File: config.mk
export PLATFORM = sky130hd
export DESIGN_NAME = bit_and_logic_instr_exec
export DESIGN_NICKNAME = d
export VERILOG_FILES = /design/src/hw/bit_and_logic_instr_exec.v /design/src/hw/alu_unit.v
export VERILOG_INCLUDE_DIRS = /design/src /design/src/hw
export SDC_FILE = /design/constraint.sdc
export NUM_CORES = 1
export LEC_CHECK = 0
export BUFFER_PORTS_ARGS = -buffer_cell sky130_fd_sc_hd__buf_4
export CAP_MARGIN = 20
export CELL_PAD_IN_SITES_DETAIL_PLACEMENT = 0
export CELL_PAD_IN_SITES_GLOBAL_PLACEMENT = 1
export CORE_UTILIZATION = 50
export DETAILED_ROUTE_END_ITERATION = 16
export GPL_TIMING_DRIVEN = 0
export PLACE_DENSITY = 0.73
export SLEW_MARGIN = 20
export SYNTH_ARGS = -nofsm -noshare
export SYNTH_HDL_FRONTEND = slang
export SYNTH_HIERARCHICAL = 1
export SYNTH_SLANG_ARGS = --single-unit
File: constraint.sdc
create_clock -name clock_i -period 7.8 [get_ports clock_i]
set_input_delay 0.78 -clock clock_i [delete_from_list [all_inputs] [get_ports clock_i]]
set_output_delay 0.78 -clock clock_i [all_outputs]
set_load 0.005 [all_outputs]
File: src/hw/bit_logic_exec_defines.vh
// Opcode patterns, field positions and flag positions of the execute block
`ifndef BIT_LOGIC_EXEC_DEFINES_VH
`define BIT_LOGIC_EXEC_DEFINES_VH

`define OP_BIT_FORCE_ONE   4'h5
`define OP_SKIP_BIT_ZERO   4'h6
`define OP_SKIP_BIT_ONE    4'h7
`define OP_OR_LITERAL      4'hd
`define OP_LOAD_LITERAL    4'hc
`define OP_OR_FILE         6'h04
`define OP_COPY_FILE       6'h08
`define OP_SUB_ACC         6'h02
`define OP_NIBBLE_EXCHANGE 6'h0e

`define FLD_FILE_LSB       0
`define FLD_FILE_MSB       4
`define FLD_DEST_BIT       5
`define FLD_BIT_LSB        5
`define FLD_BIT_MSB        7
`define FLD_LIT_MSB        7

`define FLAG_CARRY         0
`define FLAG_NIBBLE_OVF    1
`define FLAG_ZERO          2

`define ACC_RESET          8'h00
`define FLAGS_RESET        3'h0
`define FILE_ENTRIES       32

`endif

File: src/hw/bit_and_logic_instr_exec.v
// Execute stage with file registers, accumulator and status flags
`timescale 1ns/1ps
`include "bit_logic_exec_defines.vh"

module bit_and_logic_instr_exec (
  input  wire        clock_i,
  input  wire        rst_b_i,
  input  wire        instr_valid_i,
  input  wire [11:0] instr_i,
  output wire        instr_ready_o,
  output reg  [7:0]  acc_o,
  output reg         zero_flag_o,
  output reg         carry_flag_o,
  output reg         nibble_overflow_flag_o,
  output reg         squash_o,
  output reg         done_o,
  input  wire [4:0]  peek_addr_i,
  output reg  [7:0]  peek_data_o
);

  // ****************************************************************
  // Register file
  // ****************************************************************
  reg  [7:0] file_mem [0:`FILE_ENTRIES-1];
  wire [4:0] faddr = instr_i[`FLD_FILE_MSB:`FLD_FILE_LSB];
  wire [7:0] file_val = file_mem[faddr];

  wire [7:0] result;
  wire       wr_acc;
  wire       wr_file;
  wire       upd_zero;
  wire       upd_carry;
  wire       carry;
  wire       nibble_ovf;
  wire       skip;

  alu_unit u_alu (
    .instr_i      (instr_i),
    .file_val_i   (file_val),
    .acc_i        (acc_o),
    .result_o     (result),
    .wr_acc_o     (wr_acc),
    .wr_file_o    (wr_file),
    .upd_zero_o   (upd_zero),
    .upd_carry_o  (upd_carry),
    .carry_o      (carry),
    .nibble_ovf_o (nibble_ovf),
    .skip_o       (skip)
  );

  // ****************************************************************
  // Execute control
  // ****************************************************************
  // A word arriving while squash is pending is the prefetched one: it is
  // consumed as a no-op so the skipping instruction costs two cycles.
  reg  pending_squash;
  wire exec = instr_valid_i & ~pending_squash;

  assign instr_ready_o = 1'b1;

  always @(posedge clock_i or negedge rst_b_i) begin
    if (!rst_b_i) begin
      pending_squash <= 1'b0;
      squash_o       <= 1'b0;
      done_o         <= 1'b0;
    end else begin
      done_o   <= instr_valid_i;
      squash_o <= instr_valid_i & pending_squash;
      if (instr_valid_i) begin
        pending_squash <= exec & skip;
      end
    end
  end

  always @(posedge clock_i or negedge rst_b_i) begin
    if (!rst_b_i) begin
      acc_o                  <= `ACC_RESET;
      zero_flag_o            <= 1'b0;
      carry_flag_o           <= 1'b0;
      nibble_overflow_flag_o <= 1'b0;
    end else if (exec) begin
      if (wr_acc) begin
        acc_o <= result;
      end
      if (upd_zero) begin
        zero_flag_o <= (result == 8'h00);
      end
      if (upd_carry) begin
        carry_flag_o           <= carry;
        nibble_overflow_flag_o <= nibble_ovf;
      end
    end
  end

  genvar gi;
  generate
    for (gi = 0; gi < `FILE_ENTRIES; gi = gi + 1) begin : g_file
      always @(posedge clock_i or negedge rst_b_i) begin
        if (!rst_b_i) begin
          file_mem[gi] <= 8'h00;
        end else if (exec && wr_file && faddr == gi) begin
          file_mem[gi] <= result;
        end
      end
    end
  endgenerate

  always @(posedge clock_i or negedge rst_b_i) begin
    if (!rst_b_i) begin
      peek_data_o <= 8'h00;
    end else begin
      peek_data_o <= file_mem[peek_addr_i];
    end
  end

endmodule

File: src/hw/alu_unit.v
// Combinational result and flag unit for the execute block
`timescale 1ns/1ps
`include "bit_logic_exec_defines.vh"

module alu_unit (
  input  wire [11:0] instr_i,
  input  wire [7:0]  file_val_i,
  input  wire [7:0]  acc_i,
  output reg  [7:0]  result_o,
  output reg         wr_acc_o,
  output reg         wr_file_o,
  output reg         upd_zero_o,
  output reg         upd_carry_o,
  output reg         carry_o,
  output reg         nibble_ovf_o,
  output reg         skip_o
);

  wire [3:0] top4   = instr_i[11:8];
  wire [5:0] top6   = instr_i[11:6];
  wire [2:0] bsel   = instr_i[`FLD_BIT_MSB:`FLD_BIT_LSB];
  wire       dest   = instr_i[`FLD_DEST_BIT];
  wire [7:0] lit    = instr_i[`FLD_LIT_MSB:0];
  wire       bitval = file_val_i[bsel];
  // Carry out of f + ~w + 1 is the inverted borrow
  wire [8:0] diff   = {1'b0, file_val_i} + {1'b0, ~acc_i} + 9'h001;
  wire [4:0] ldiff  = {1'b0, file_val_i[3:0]} + {1'b0, ~acc_i[3:0]} + 5'h01;

  always @* begin
    result_o     = 8'h00;
    wr_acc_o     = 1'b0;
    wr_file_o    = 1'b0;
    upd_zero_o   = 1'b0;
    upd_carry_o  = 1'b0;
    carry_o      = diff[8];
    nibble_ovf_o = ldiff[4];
    skip_o       = 1'b0;
    case (top4)
      `OP_BIT_FORCE_ONE: begin
        result_o  = file_val_i | (8'h01 << bsel);
        wr_file_o = 1'b1;
      end
      `OP_SKIP_BIT_ZERO: skip_o = ~bitval;
      `OP_SKIP_BIT_ONE:  skip_o = bitval;
      `OP_OR_LITERAL: begin
        result_o   = acc_i | lit;
        wr_acc_o   = 1'b1;
        upd_zero_o = 1'b1;
      end
      `OP_LOAD_LITERAL: begin
        result_o = lit;
        wr_acc_o = 1'b1;
      end
      default: begin
        case (top6)
          `OP_OR_FILE: begin
            result_o   = acc_i | file_val_i;
            upd_zero_o = 1'b1;
          end
          `OP_COPY_FILE: begin
            result_o   = file_val_i;
            upd_zero_o = 1'b1;
          end
          `OP_SUB_ACC: begin
            result_o    = diff[7:0];
            upd_zero_o  = 1'b1;
            upd_carry_o = 1'b1;
          end
          `OP_NIBBLE_EXCHANGE: begin
            result_o = {file_val_i[3:0], file_val_i[7:4]};
          end
          default: result_o = 8'h00;
        endcase
        if (top6 == `OP_OR_FILE || top6 == `OP_COPY_FILE ||
            top6 == `OP_SUB_ACC || top6 == `OP_NIBBLE_EXCHANGE) begin
          wr_acc_o  = ~dest;
          wr_file_o = dest;
        end
      end
    endcase
  end

endmodule

==> results.txt <==
The flow ran to the end, and the final reports show no timing, DRC or antenna violations. Dividing the detail-routed via count by the number of cells gives 6.57. The HPWL reported at the end of detailed placement came out at 33.9 mm. Cells with a size suffix above 1 make up 48.7% of the layout.

The number of synthesized register bits came out at 278. CTS placed an instance of sky130_fd_sc_hd__clkbuf_16 at the clock tree root. The final critical path takes up 75.5% of the cycle. The vertical extent of the die is 179 microns. The maximum vdd ir drop is 0.000154 V. The average footprint of a synthesized cell is 14.6 sq um. The die is 179 microns wide. The fraction of met3 tracks used by global routing is 5.70%.

The required time reported for the critical path endpoint is 8310 ps. The CTS tree is built. The antenna cell count came out at 0. STA classifies the critical path endpoint as a register. The clock insertion delay at the later pin of the skew report is 570 ps. The number of slew-limit violations in the final report came out at 0. Based on the critical path, the design can be clocked at up to 0.170 GHz. Counting every instance in the synthesized netlist gives 1067. The number of global-route vias before repair came out at 10.4k.

The number of max-capacitance violations reported is 0. Synthesis instantiated 55 different standard cells from the library. The weighted congestion at the end of routability-driven global placement came out at 0.916. In the synthesized netlist the dominant register cell turns out to be sky130_fd_sc_hd__dfrtp_1. The global-route usage over all layers came out at 30.5%. The post-synthesis net count is 1104. In the layout the commonest cells are sky130_fd_sc_hd__mux2_2, sky130_fd_sc_hd__dfrtp_1, sky130_fd_sc_hd__mux4_2, sky130_fd_sc_hd__clkbuf_1, sky130_fd_sc_hd__buf_4.

The cell internal power dissipation came out at 2.45 mW. The net switching power is 0.817 mW. The number of setup buffers added after CTS is 0. In the synthesized netlist the async set-or-reset flop fraction comes to 100%. The clock-pin slew of the registers on the worst-case setup and hold paths came out at 60 ps. The final layout contains routed wiring with a total length of 46.7 mm. After floorplanning, the core was sized to cover 0.0307 sq mm. At the pin with the least slew margin, the transition time is 1150 ps.

The largest buffer count on any clock path is 3. The layout has 2520 filler cells. The share of synthesized area occupied by flip-flops and latches is 44.6%.

The total global routing overflow is 0. The pin count of the biggest net entering global routing came out at 74. The initial antenna violation count is 0. The count of TritonRoute iterations in the first routing pass came out at 5. The global-route wire length before repair came out at 69.7 mm.

The worst setup skew after layout came out at 12.4 ps. Setup repair after global routing left no endpoint under its margin. The number of buffers created by CTS is 30. The worst pin sits at a relative slew slack of 22.8%.

The arrival time at the worst endpoint is 6400 ps. For this block, the initial DRC count from the detailed router was 900. Setup violations remaining at the end of the flow were counted as 0. The number of flops mapped to enable cells by yosys is 0. The critical path is of the in -> reg type. In this run the most used layer during global routing was met2. The number of hold buffers added after CTS came out at 0. The global-route track usage on met1 is 43.4%. The area growth from synthesis to layout is 11.8%. The type of origin of the critical path is a primary input. The library cell used most frequently in the layout, excluding fill and tap cells, is sky130_fd_sc_hd__mux2_2. The shortest clock period the worst path allows after layout came out at 5890 ps.

The global-route met2 utilization is 48.3%. Once detail routing completed, the nets flagged for antenna violations numbered 0. Cells fill 56.9% of the core in the end.

Sequential cells account for 45.3% of the total power. Dividing the detail-routed wire length by the instance count gives 30.0 microns. The min-delay analysis places its worst path in the category in -> async. Yosys printed 6 warnings. The floorplan has 64 rows. The clock share of power came out at 44.8%. The leakage component of the power is 7.93 nW. The total negative slack is 0 ps.

The number of nets in the final layout is 1172. In the routed design, unresolved DRC markers number 0. The H-tree depth came out at 1. Once the floorplan was initialized, standard cells occupied 50.9% of the core. The count of endpoints failing hold in the final timing report is 0.

The combinational share of power is 9.9%. The power per cell area came out at 187 mW/mm^2. The synthesized area is 0.0156 sq mm.

The die covers 0.0319 sq mm. The clock net sink count came out at 278. In this run the tool buffered the top-level ports with 31 buffer cells. Along the worst path, the maximum fanout reaches 10. The number of top-level pins came out at 42. Across all layers, the routed design uses 10.2k vias. The count of instances resized after the clock tree is built is 0. Of the total power, the share spent switching nets is 25.0%.
==> cells by family after synthesis <==
logic type | count (synthesis) | synth area share [%]
mux | 452 | 42.8
buf+inv | 112 | 3.18
other cells | 1 | 0.0240
simple gates | 120 | 4.22
flops | 278 | 44.6
compound gates | 79 | 3.31
xor+xnor | 8 | 0.449
fa+ha+maj | 17 | 1.41
==> flip-flops by register name, summed over array words and instances, names as in the netlist <==
name	cells
acc_o	8
carry_flag_o	1
done_o	1
file_mem	256
nibble_overflow_flag_o	1
peek_data_o	8
pending_squash	1
squash_o	1
zero_flag_o	1
==> through the flow <==
step	hold slack, ps	worst slack (ps)	cells	power, mW	instance area, sq um
after floorplan	470	3390	1067	1.69	15600
after global placement	474	945	1494	1.82	16300
after detailed placement	475	1480	1499	1.83	16400
after CTS	189	2060	1555	3.28	17400
after global routing	209	1660	1555	3.36	17400
final	162	1910	1555	3.26	17400
==> worst paths after layout <==
kind / slack [ps] / cells after the start / to / start
worst min register to register: 480 / 2 / zero_flag_o$_DFFE_PN0P_ / zero_flag_o$_DFFE_PN0P_
worst max register to register: 2970 / 12 / file_mem[30]$_DFFE_PN0P_ / file_mem[44]$_DFFE_PN0P_
worst min-delay path: 160 / 1 / file_mem[227]$_DFFE_PN0P_ / rst_b_i
worst max-delay path: 1910 / 19 / file_mem[30]$_DFFE_PN0P_ / instr_i[1]
min in group clock_i: 340 / 1 / done_o$_DFF_PN0_ / instr_valid_i
max in group asynchronous: 6170 / 4 / peek_data_o[2]$_DFF_PN0_ / rst_b_i
==> power by group through the flow <==
stage / sequential (mW) / combinational [mW] / clock [mW]
finish: 1.48 / 0.322 / 1.46
floorplan: 1.50 / 0.187 / 0
global route: 1.48 / 0.348 / 1.53
CTS: 1.48 / 0.323 / 1.48
global placement: 1.51 / 0.313 / 0
detailed placement: 1.51 / 0.322 / 0
==> worst max-delay path, cell delays in order <==
cell,delay [ps]
sky130_fd_sc_hd__buf_4,100
sky130_fd_sc_hd__buf_2,280
sky130_fd_sc_hd__buf_2,410
sky130_fd_sc_hd__buf_4,330
sky130_fd_sc_hd__buf_2,410
sky130_fd_sc_hd__mux4_2,310
sky130_fd_sc_hd__mux2i_1,100
sky130_fd_sc_hd__a22oi_1,210
sky130_fd_sc_hd__o21a_1,290
sky130_fd_sc_hd__inv_1,110
sky130_fd_sc_hd__ha_1,260
sky130_fd_sc_hd__fa_1,430
sky130_fd_sc_hd__o21bai_1,180
sky130_fd_sc_hd__a21oi_1,170
sky130_fd_sc_hd__o31ai_1,360
sky130_fd_sc_hd__xnor2_1,140
sky130_fd_sc_hd__o221ai_1,740
sky130_fd_sc_hd__clkbuf_1,510
sky130_fd_sc_hd__mux2_2,260
==> per-layer routing <==
layer  routed length (microns)  up-vias  share of wire (%)
met5                         0        -                  0
met4                      1120        0                2.4
met3                      3570       72                7.6
met2                     22200      444                 48
met1                     19800     5475                 42
li1                          -     4222                  -
==> synthesized netlist by cell type, drive strengths merged (5+ instances only) <==
library cell,number,area share (%)
mux2,283,20
nand3,5,0.16
dfrtp,278,45
buf,44,1.5
mux2i,25,1.6
or2,6,0.24
nand2b,7,0.28
ha,16,1.3
nor2,41,1.4
mux4,144,21
nor3,5,0.22
o22ai,18,0.72
nor2b,5,0.20
nand2,28,0.67
and3,5,0.20
xnor2,6,0.34
o21ai,9,0.29
inv,28,0.67
clkbuf,40,0.96
a21oi,20,0.64
==> layout make-up <==
type	count	area (sq um)	share of cell area [%]
Tap cell	396	495	2.84
Inverter	28	105	0.603
Buffer	84	393	2.25
Multi-Input combinational cell	677	8160	46.8
Clock buffer	50	917	5.26
Sequential cell	278	6960	39.9
Timing Repair Buffer	36	338	1.94
Clock inverter	6	80.1	0.459
Power figures use the tool's default switching activity.
